File: src/verilog/serial_xcvr_regs.vh
`ifndef SERIAL_XCVR_REGS_VH
`define SERIAL_XCVR_REGS_VH
`define FMT_8_NONE 2'h0
`define FMT_8_EVEN 2'h1
`define FMT_8_ODD 2'h2
`define FMT_9_NONE 2'h3
`define FMT_RESET 2'h0
`define STOP_RESET 1'h0
`define FIFO_DEPTH 4
`define OVERSAMPLE 16
`define OVS_LAST 4'hF
`define OVS_MID 4'h7
`define MODE_ENABLE_BIT 15
`define MODE_ALT_BIT 10
`define STAT_TXISEL_BIT 15
`define STAT_BREAK_BIT 11
`define STAT_TXFULL_BIT 9
`define STAT_DA_BIT 0
`define RXISEL_THREE 2'h2
`define RXISEL_FOUR 2'h3
`endif

File: src/verilog/char_fifo.v
`timescale 1ns/1ps
`include "serial_xcvr_regs.vh"
module char_fifo #(
	parameter WIDTH = 11,
	parameter DEPTH = `FIFO_DEPTH
) (
	clock,
	rst,
	ce,
	flush,
	push,
	push_data,
	pop,
	head_data,
	count
);
	input wire clock;
	input wire rst;
	input wire ce;
	input wire flush;
	input wire push;
	input wire [WIDTH-1:0] push_data;
	input wire pop;
	output wire [WIDTH-1:0] head_data;
	output wire [2:0] count;
	reg [WIDTH-1:0] mem_ff [0:DEPTH-1];
	reg [1:0] rd_ff;
	reg [1:0] wr_ff;
	reg [2:0] cnt_ff;
	wire do_push;
	wire do_pop;
	// a full push is dropped so contents and order stay intact
	assign do_push = push && (cnt_ff != DEPTH);
	// an empty pop leaves the stale head in place
	assign do_pop = pop && (cnt_ff != 3'h0);
	assign head_data = mem_ff[rd_ff];
	assign count = cnt_ff;
	always @(posedge clock) begin
		if (rst || (ce && flush)) begin
			rd_ff <= 2'h0;
			wr_ff <= 2'h0;
			cnt_ff <= 3'h0;
		end else if (ce) begin
			if (do_push) begin
				mem_ff[wr_ff] <= push_data;
				wr_ff <= wr_ff + 2'h1;
			end
			if (do_pop)
				rd_ff <= rd_ff + 2'h1;
			if (do_push && !do_pop)
				cnt_ff <= cnt_ff + 3'h1;
			else if (do_pop && !do_push)
				cnt_ff <= cnt_ff - 3'h1;
		end
	end
endmodule // char_fifo

File: src/verilog/async_serial_transceiver.v
`timescale 1ns/1ps
`include "serial_xcvr_regs.vh"
// Notes on behaviour
// enabled: drive transmit pin as output, receive pin as input; line idles high
// disabled after reset; pins to port control, buffers empty, baud counter cleared
// disable clears data, error, enable, break, full flags; sets idle and shifter-empty
// disabling aborts transfers; re-enabling resumes with the held configuration
// alternate select one uses alternate pin pair, zero the primary pair
// format field: 8 even, 8 odd, 8 none, or 9 data bits
// stop-count select appends one or two stop bits
// power-on framing is eight data bits, no parity, one stop bit
// written character loads shifter at once; enable starts from cleared baud clock
// software writes nine-bit words with upper seven bits zero
// transmit buffer holds four characters, full flag reports full
// write to full transmit buffer is discarded
// both buffers emptied by any reset
// transmit irq edge on each load, or only when load empties buffer; code fires on a load at count one, even with a write that cycle
// break-send forces transmit line low over everything
// software holds break at least 13 baud clocks then waits for stops
// break does not raise transmit irq
// reading receive data advances buffer; error flags follow new head
// receive buffer four deep; data-available when nonempty; empty read is stale
// receive irq per transfer, or at three words, or at four words
// overrun set on stop with full buffer; receive stops until cleared
// framing error when a stop bit samples zero; stored per word
// parity error on mismatch with selected parity; stored per word
// bit rate is clock over sixteen times divisor plus one
// receiver idle low from start detect until stop completes
// frame: low start, data lsb first, optional parity, high stop bits
// receiver detects falling edge, samples bit centres at sixteen-times clock
module async_serial_transceiver (
	clock,
	rst,
	ce,
	module_enable,
	alt_pin_select,
	format_select,
	stop_count_select,
	baud_divisor,
	transmit_enable,
	send_break,
	tx_irq_select,
	rx_irq_select,
	tx_write,
	transmit_data_register,
	rx_read,
	overrun_clear,
	serial_in_pin,
	alt_serial_in_pin,
	serial_out_pin,
	serial_out_oe,
	alt_serial_out_pin,
	alt_serial_out_oe,
	receive_data_register,
	rx_data_available,
	parity_flag,
	framing_flag,
	overrun_flag,
	receiver_idle,
	shifter_empty,
	tx_buffer_full,
	transmit_enabled,
	break_active,
	tx_irq_flag,
	rx_irq_flag
);
	input wire clock;
	input wire rst;
	input wire ce;
	input wire module_enable;
	input wire alt_pin_select;
	input wire [1:0] format_select;
	input wire stop_count_select;
	input wire [15:0] baud_divisor;
	input wire transmit_enable;
	input wire send_break;
	input wire tx_irq_select;
	input wire [1:0] rx_irq_select;
	input wire tx_write;
	input wire [8:0] transmit_data_register;
	input wire rx_read;
	input wire overrun_clear;
	input wire serial_in_pin;
	input wire alt_serial_in_pin;
	output reg serial_out_pin;
	output reg serial_out_oe;
	output reg alt_serial_out_pin;
	output reg alt_serial_out_oe;
	output reg [8:0] receive_data_register;
	output reg rx_data_available;
	output reg parity_flag;
	output reg framing_flag;
	output reg overrun_flag;
	output reg receiver_idle;
	output reg shifter_empty;
	output reg tx_buffer_full;
	output reg transmit_enabled;
	output reg break_active;
	output reg tx_irq_flag;
	output reg rx_irq_flag;

	localparam TX_IDLE = 4'b0001;
	localparam TX_START = 4'b0010;
	localparam TX_BITS = 4'b0100;
	localparam TX_STOP = 4'b1000;
	localparam RX_IDLE = 4'b0001;
	localparam RX_START = 4'b0010;
	localparam RX_BITS = 4'b0100;
	localparam RX_STOP = 4'b1000;

	// number of data plus parity bits for a format
	function [3:0] frame_bits;
		input [1:0] fmt;
		begin
			frame_bits = (fmt == `FMT_8_NONE) ? 4'h8 : 4'h9;
		end
	endfunction

	// expected parity bit for a nine-bit shifted word
	function par_bit;
		input [1:0] fmt;
		input [7:0] d;
		begin
			par_bit = (fmt == `FMT_8_ODD) ? ~(^d) : (^d);
		end
	endfunction

	wire on = module_enable;
	reg [15:0] baud_cnt_ff;
	reg [3:0] tick16_ff;
	wire os_tick = (baud_cnt_ff == baud_divisor);
	reg rx_s1_ff, rx_s2_ff, arx_s1_ff, arx_s2_ff;
	wire rx_line = alt_pin_select ? arx_s2_ff : rx_s2_ff;

	// oversample tick: clock/(divisor+1), sixteen per bit
	always @(posedge clock) begin
		if (rst || (ce && (!on || (!transmit_enabled && transmit_enable)))) begin
			baud_cnt_ff <= 16'h0000;
		end else if (ce) begin
			baud_cnt_ff <= os_tick ? 16'h0000 : baud_cnt_ff + 16'h0001;
		end
	end

	// two-stage synchronisers on both receive pins
	always @(posedge clock) begin
		if (rst) begin
			rx_s1_ff <= 1'b1;
			rx_s2_ff <= 1'b1;
			arx_s1_ff <= 1'b1;
			arx_s2_ff <= 1'b1;
		end else if (ce) begin
			rx_s1_ff <= serial_in_pin;
			rx_s2_ff <= rx_s1_ff;
			arx_s1_ff <= alt_serial_in_pin;
			arx_s2_ff <= arx_s1_ff;
		end
	end

	// transmit side
	wire [10:0] txf_head;
	wire [2:0] txf_count;
	reg [3:0] tx_state_ff;
	reg [8:0] tx_shift_ff;
	reg [3:0] tx_bit_ff;
	reg [3:0] tx_os_ff;
	reg tx_stop2_ff;
	reg tx_line_ff;
	wire tx_load = transmit_enabled && (tx_state_ff == TX_IDLE) && (txf_count != 3'h0) && !send_break;
	wire [8:0] tx_word = (format_select == `FMT_9_NONE) ? txf_head[8:0] :
		(format_select == `FMT_8_NONE) ? {1'b0, txf_head[7:0]} :
		{par_bit(format_select, txf_head[7:0]), txf_head[7:0]};

	char_fifo #(.WIDTH(11), .DEPTH(`FIFO_DEPTH)) tx_fifo (
		.clock(clock),
		.rst(rst),
		.ce(ce),
		.flush(!on),
		.push(tx_write && on),
		.push_data({2'b00, transmit_data_register}),
		.pop(tx_load),
		.head_data(txf_head),
		.count(txf_count)
	);

	always @(posedge clock) begin
		if (rst || (ce && !on)) begin
			tx_state_ff <= TX_IDLE;
			tx_shift_ff <= 9'h000;
			tx_bit_ff <= 4'h0;
			tx_os_ff <= 4'h0;
			tx_stop2_ff <= 1'b0;
			tx_line_ff <= 1'b1;
			tx_irq_flag <= 1'b0;
		end else if (ce) begin
			// one-cycle pulse marks the transfer edge
			tx_irq_flag <= tx_load && (!tx_irq_select || txf_count == 3'h1);
			case (tx_state_ff)
				TX_IDLE: begin
					tx_line_ff <= 1'b1;
					if (tx_load) begin
						tx_shift_ff <= tx_word;
						tx_bit_ff <= 4'h0;
						tx_os_ff <= 4'h0;
						tx_stop2_ff <= stop_count_select;
						tx_state_ff <= TX_START;
						tx_line_ff <= 1'b0;
					end
				end
				TX_START, TX_BITS, TX_STOP: begin
					if (os_tick) begin
						tx_os_ff <= tx_os_ff + 4'h1;
						if (tx_os_ff == `OVS_LAST) begin
							if (tx_state_ff == TX_STOP) begin
								if (tx_stop2_ff) begin
									tx_stop2_ff <= 1'b0;
								end else begin
									tx_state_ff <= TX_IDLE;
								end
							end else if (tx_state_ff == TX_BITS && tx_bit_ff == frame_bits(format_select)) begin
								tx_state_ff <= TX_STOP;
								tx_line_ff <= 1'b1;
							end else begin
								tx_state_ff <= TX_BITS;
								tx_line_ff <= tx_shift_ff[0];
								tx_shift_ff <= {1'b0, tx_shift_ff[8:1]};
								tx_bit_ff <= tx_bit_ff + 4'h1;
							end
						end
					end
				end
				default: tx_state_ff <= TX_IDLE;
			endcase
		end
	end

	// receive side
	wire [10:0] rxf_head;
	wire [2:0] rxf_count;
	reg [3:0] rx_state_ff;
	reg [8:0] rx_shift_ff;
	reg [3:0] rx_bit_ff;
	reg [3:0] rx_os_ff;
	reg rx_stop2_ff;
	reg rx_framing_flag_ff;
	reg rx_push_ff;
	reg [10:0] rx_word_ff;
	wire [8:0] rx_data = (format_select == `FMT_9_NONE) ? rx_shift_ff :
		(format_select == `FMT_8_NONE) ? {1'b0, rx_shift_ff[8:1]} : {1'b0, rx_shift_ff[7:0]};
	wire rx_parity_flag = (format_select == `FMT_8_EVEN || format_select == `FMT_8_ODD) &&
		(rx_shift_ff[8] != par_bit(format_select, rx_shift_ff[7:0]));
	wire rx_pop = rx_read && on;
	wire rxf_full = (rxf_count == `FIFO_DEPTH);
	wire [2:0] rxf_after = rxf_count + 3'h1 - {2'b00, rx_pop && rxf_count != 3'h0};

	char_fifo #(.WIDTH(11), .DEPTH(`FIFO_DEPTH)) rx_fifo (
		.clock(clock),
		.rst(rst),
		.ce(ce),
		.flush(!on),
		.push(rx_push_ff),
		.push_data(rx_word_ff),
		.pop(rx_pop),
		.head_data(rxf_head),
		.count(rxf_count)
	);

	always @(posedge clock) begin
		if (rst || (ce && !on)) begin
			rx_state_ff <= RX_IDLE;
			rx_shift_ff <= 9'h000;
			rx_bit_ff <= 4'h0;
			rx_os_ff <= 4'h0;
			rx_stop2_ff <= 1'b0;
			rx_framing_flag_ff <= 1'b0;
			rx_push_ff <= 1'b0;
			rx_word_ff <= 11'h000;
			rx_irq_flag <= 1'b0;
			overrun_flag <= 1'b0;
		end else if (ce) begin
			rx_push_ff <= 1'b0;
			rx_irq_flag <= 1'b0;
			if (rx_push_ff) begin
				// count after the transfer decides the irq edge
				rx_irq_flag <= !rx_irq_select[1] ||
					(rx_irq_select == `RXISEL_THREE && rxf_after == 3'h3) ||
					(rx_irq_select == `RXISEL_FOUR && rxf_after == 3'h4);
			end
			if (overrun_clear)
				overrun_flag <= 1'b0;
			case (rx_state_ff)
				RX_IDLE: begin
					if (!rx_line && !overrun_flag) begin
						rx_state_ff <= RX_START;
						rx_os_ff <= 4'h0;
						rx_bit_ff <= 4'h0;
						rx_framing_flag_ff <= 1'b0;
						rx_stop2_ff <= stop_count_select;
					end
				end
				RX_START, RX_BITS, RX_STOP: begin
					if (os_tick) begin
						rx_os_ff <= rx_os_ff + 4'h1;
						if (rx_os_ff == `OVS_MID) begin
							if (rx_state_ff == RX_START) begin
								// a glitch shorter than half a bit is not a start
								if (rx_line)
									rx_state_ff <= RX_IDLE;
							end else if (rx_state_ff == RX_BITS) begin
								rx_shift_ff <= {rx_line, rx_shift_ff[8:1]};
							end else begin
								if (!rx_line)
									rx_framing_flag_ff <= 1'b1;
							end
						end
						if (rx_os_ff == `OVS_LAST) begin
							if (rx_state_ff == RX_START) begin
								rx_state_ff <= RX_BITS;
							end else if (rx_state_ff == RX_BITS) begin
								rx_bit_ff <= rx_bit_ff + 4'h1;
								if (rx_bit_ff == frame_bits(format_select) - 4'h1)
									rx_state_ff <= RX_STOP;
							end else if (rx_stop2_ff) begin
								rx_stop2_ff <= 1'b0;
							end else begin
								rx_state_ff <= RX_IDLE;
								if (rxf_full && !rx_pop) begin
									overrun_flag <= 1'b1;
								end else begin
									rx_push_ff <= 1'b1;
									rx_word_ff <= {rx_framing_flag_ff, rx_parity_flag, rx_data};
								end
							end
						end
					end
				end
				default: rx_state_ff <= RX_IDLE;
			endcase
		end
	end

	// registered outputs and pin steering
	always @(posedge clock) begin
		if (rst) begin
			serial_out_pin <= 1'b1;
			serial_out_oe <= 1'b0;
			alt_serial_out_pin <= 1'b1;
			alt_serial_out_oe <= 1'b0;
			receive_data_register <= 9'h000;
			rx_data_available <= 1'b0;
			parity_flag <= 1'b0;
			framing_flag <= 1'b0;
			receiver_idle <= 1'b1;
			shifter_empty <= 1'b1;
			tx_buffer_full <= 1'b0;
			transmit_enabled <= 1'b0;
			break_active <= 1'b0;
		end else if (ce) begin
			serial_out_oe <= on && !alt_pin_select;
			alt_serial_out_oe <= on && alt_pin_select;
			serial_out_pin <= !(on && break_active) && (tx_line_ff || !on);
			alt_serial_out_pin <= !(on && break_active) && (tx_line_ff || !on);
			transmit_enabled <= on && transmit_enable;
			break_active <= on && send_break;
			tx_buffer_full <= on && (txf_count == `FIFO_DEPTH);
			shifter_empty <= !on || (tx_state_ff == TX_IDLE && !tx_load);
			receiver_idle <= !on || (rx_state_ff == RX_IDLE);
			rx_data_available <= on && (rxf_count != 3'h0);
			// an empty buffer keeps the last word on show instead of a wrapped slot
			if (rxf_count != 3'h0)
				receive_data_register <= rxf_head[8:0];
			parity_flag <= on && rxf_head[9];
			framing_flag <= on && rxf_head[10];
		end
	end
endmodule // async_serial_transceiver

File: config.mk
export PLATFORM = sky130hd
export DESIGN_NAME = async_serial_transceiver
export DESIGN_NICKNAME = d
export VERILOG_FILES = /design/src/verilog/char_fifo.v /design/src/verilog/async_serial_transceiver.v
export VERILOG_INCLUDE_DIRS = /design/src /design/src/verilog
export SDC_FILE = /design/constraint.sdc
export NUM_CORES = 1
export LEC_CHECK = 0
export ABC_CLOCK_PERIOD_IN_PS = 2350
export BUFFER_PORTS_ARGS = -buffer_cell sky130_fd_sc_hd__clkbuf_2
export CAP_MARGIN = 40
export CORE_UTILIZATION = 40
export CTS_BUF_LIST = sky130_fd_sc_hd__clkbuf_16
export CTS_CLUSTER_SIZE = 20
export DETAILED_ROUTE_END_ITERATION = 7
export PLACE_DENSITY = 0.65
export REMOVE_ABC_BUFFERS = 1
export SLEW_MARGIN = 20
export SYNTH_ARGS = -nofsm -noshare
export SYNTH_HDL_FRONTEND = slang
export SYNTH_SLANG_ARGS = --single-unit
export TNS_END_PERCENT = 20
File: constraint.sdc
create_clock -name clock -period 2.35 [get_ports clock]
set_clock_uncertainty 0.15 [all_clocks]
set_input_delay 0.235 -clock clock [delete_from_list [all_inputs] [get_ports clock]]
set_output_delay 0.235 -clock clock [all_outputs]
set_load 0.005 [all_outputs]
==> out/results.ini <==
[synth]
syn_inst = 787
ys_dominant_reg_cell = dfxtp_1
async_flop_share_pct = 0
syn-mean-instance-area_um2 = 11.29
synth_cell_types = 65
yosysWarnings = 0
synth_area_um2 = 8889
synth-edff-count = 80
ys_ff_latch = 199
ys_seq_area_share_pct = 53.83

[grt]
grt_use_total_pct = 16.93
grt_remaining_overflow = 0
grt_pass1_wl_mm = 29.61
grt_max_degree = 65
grt_pass1_vias = 5946
antenna_found_initial = 0

[status]
status = complete, but fails checks
violations = setup timing

[hold_path]
holdPathStages = 4
hold_class = input pin to flop
min-delay-start = rx_irq_select[1]
holdPathEnd = rx_irq_flag

[worst_setup_path]
critPathLaunchType = flop
rrSetupSlack_ns = -0.17
critical_path.max_stage_delay_ns = 0.53
timing.rr.end = tx_shift_ff[8]
path_max_fanout = 5
reg2regPathDepth = 8
path_cells = buf_12 > mux4_2 > xnor2_2 > xnor3_1 > xnor2_1 > or3_1 > a21o_1 > a21oi_2
critPathSlowestCell = mux4_2
worst_setup_path_end_kind = flop
critPathArrivalTime_ns = 2.74
crit_required_ns = 2.57
critPathKind = flop to flop

[timing]
fin_hold_ws_ns = 0.01694
maxSlewHeadroom_pct = 65.71
fin_crit_sh_pct = 107.4
max_freq_ghz = 0.3962
max_slew.worst_pin.slew_ns = 0.5137
slew_viol_final = 0
rsz0062_at_grt = yes
setup_viol = 15
fin_setup_tns_ns = -1.323
layout_setup_ws_ns = -0.1738
period_minus_slack_ns = 2.524
hold_viol = 0

[cts]
clockRootBuffer = clkbuf_16
clk_latency_ns = 0.43
cts_tree = yes
numCtsBuffers = 17
cts_buffer_depth = 2
htreeDepth = 4
cts_sinks = 199
path_clk_slew_ns = 0.08

[job]
cap_violations = 0

[route]
drcViolationCount = 0
avgRoutedWirePerCell_um = 15.16
drt_iter0_drc = 322
antenna_left = 0
drt_pass1_iterations = 4
num_vias = 6111
drt_wl_total_mm = 18.66
vias_per_cell = 4.964

[cells_and_area]
num_antenna_cells = 0
final_layout_size_suffix_gt1_share_pct = 26.39
area_delta_synth_final_pct = 25.00
layout.nets = 1008
num-fill-cells = 1925

[die]
fp-row-count = 54
die_w_um = 151.1
start_util_pct = 40.73
dieArea_um2 = 22820
io_pins = 67
core_um2 = 21820
die_h_um = 151.1

[place]
place_hpwl_mm = 12.70
io_buffers = 66
place.gp.congestion = 0.8230

[power]
p_leak_nw = 4.372
peakVddDrop_uv = 501.4
power_density_nw_per_um2 = 646.4

-- Yosys cell counts (all sizes together) (3+ instances only) --
| cell | instances | area share (%) |
|---|---|---|
| dfxtp | 119 | 27 |
| nor2 | 119 | 5.2 |
| edfxtp | 80 | 27 |
| nand2 | 54 | 2.3 |
| xor2 | 38 | 3.7 |
| a21oi | 34 | 2.0 |
| xnor2 | 34 | 3.4 |
| mux2i | 32 | 3.6 |
| ha | 27 | 3.8 |
| clkbuf | 22 | 0.94 |
| inv | 22 | 0.93 |
| mux4 | 20 | 5.2 |
| o21ai | 20 | 1.3 |
| a211oi | 17 | 1.9 |
| nand3 | 17 | 0.96 |
| and3 | 13 | 0.91 |
| buf | 13 | 0.96 |
| nor2b | 12 | 0.93 |
| nor3 | 11 | 0.62 |
| nand4 | 8 | 0.63 |
| nor4 | 8 | 0.94 |
| a22oi | 6 | 0.51 |
| and2 | 6 | 0.42 |
| or3 | 6 | 0.48 |
| a21o | 5 | 0.42 |
| nor3b | 5 | 0.53 |
| a211o | 4 | 0.39 |
| a32oi | 4 | 0.39 |
| nand2b | 4 | 0.28 |
| mux2 | 3 | 0.38 |
-- state kept, by name (all words and copies together), names as in the netlist, 2 cells and up, named ones only --
| register | count |
|---|---|
| rx_fifo.mem_ff | 44 |
| tx_fifo.mem_ff | 36 |
| baud_cnt_ff | 16 |
| rx_word_ff | 11 |
| receive_data_register | 9 |
| rx_shift_ff | 9 |
| tx_shift_ff | 9 |
| rx_bit_ff | 4 |
| rx_os_ff | 4 |
| rx_state_ff | 4 |
| tx_bit_ff | 4 |
| tx_os_ff | 4 |
| tx_state_ff | 4 |
| rx_fifo.count | 3 |
| tx_fifo.count | 3 |
| rx_fifo.rd_ff | 2 |
| rx_fifo.wr_ff | 2 |
| tx_fifo.rd_ff | 2 |
| tx_fifo.wr_ff | 2 |
-- layout by cell type (no fill, tap or decap), types with 18 or more instances in the layout --
cell type      instances
inv_1                 21
dfxtp_1              114
edfxtp_1              80
clkbuf_2              66
nand2_1               53
mux2i_1               32
xor2_1                38
ha_1                  26
xnor2_1               29
buf_4                 73
a21oi_1               32
mux4_2                19
clkbuf_16             20
nor2_1               117
dlygate4sd3_1         18
-- logic make-up (layout without fill, tap and decap cells) --
| group | after synthesis | after routing | synth area share (%) |
|---|---|---|---|
| AO/OA/AOI/OAI | 106 | 106 | 8.235 |
| buffers and inverters | 57 | 220 | 2.829 |
| flip-flops | 199 | 199 | 53.83 |
| XOR/XNOR | 73 | 73 | 7.348 |
| multiplexers | 55 | 55 | 9.136 |
| adder cells (fa/ha/maj) | 27 | 27 | 3.801 |
| AND/OR/NAND/NOR | 270 | 271 | 14.82 |
-- how the worst max path moves through the flow --
stage / depth (start not counted) / startpoint / slack (ns) / endpoint
6_report: 8 / flop / -0.17 / tx_shift_ff[8]
5_1_grt: 9 / flop / -0.25 / tx_shift_ff[8]
4_1_cts: 8 / flop / -0.20 / tx_shift_ff[8]
3_5_place_dp: 8 / flop / -0.21 / tx_shift_ff[8]
3_3_place_gp: 8 / flop / -0.19 / tx_shift_ff[8]
2_1_floorplan: 7 / flop / -0.31 / tx_shift_ff[8]
-- area by class of cell --
type                       count  area [um^2]  area share (%)
tap                          280        350.3           3.153
multi-input combinational    532         3986           35.88
timing repair buffer         166         1240           11.16
clock buffer                  17        425.4           3.829
inverter                      22        82.58          0.7432
sequential                   199         4791           43.12
clock inverter                15        235.2           2.117
-- report_power, final --
part	leakage [nW]	internal [W]	switching, W
registers	1.77	0.00359	0.0000173
logic	2.29	0.000172	0.000218
clock network	0.316	0.00168	0.00150
total	4.37	0.00544	0.00174
-- critical path: cells and delay by family, from the launching register on --
family                 cells  cell delay (ns)
AND/OR/NAND/NOR            1             0.31
AO/OA/AOI/OAI              2             0.29
buffers and inverters      1             0.11
multiplexers               1             0.53
XOR/XNOR                   3             0.73
flip-flops                 1             0.34
-- metal layers --
| layer | part of all wire [%] | vias up | GRT usage, % |
|---|---|---|---|
| met5 | 0 | - | 0 |
| met4 | 1.2 | 0 | 5.100 |
| met1 | 47 | 2874 | 21.99 |
| met3 | 3.8 | 19 | 3.223 |
| met2 | 48 | 118 | 28.51 |
| li1 | - | 3100 | - |
-- metrics by stage --
step	worst slack (ns)	utilization, %	total power (W)	instance area [um^2]	cells
3_3_place_gp	-0.1876	45.72	0.004034	9977	1168
2_1_floorplan	-0.3055	-	0.003859	8720	752
6_report	-0.1738	50.91	0.007182	11110	1231
5_1_grt	-0.2538	50.91	0.007419	11110	1231
3_5_place_dp	-0.2063	45.72	0.004037	9977	1168
4_1_cts	-0.1999	49.93	0.007248	10900	1223
-- timing repair --
item,in CTS,in global routing
pin swaps,9,10
buffers inserted,5,4
resized for setup,14,22
hold buffers,18,0
setup endpoints to repair,33,56
cloned,0,4
hold endpoints to repair,47,0
Note: power is estimated with default switching activity, not from simulation.
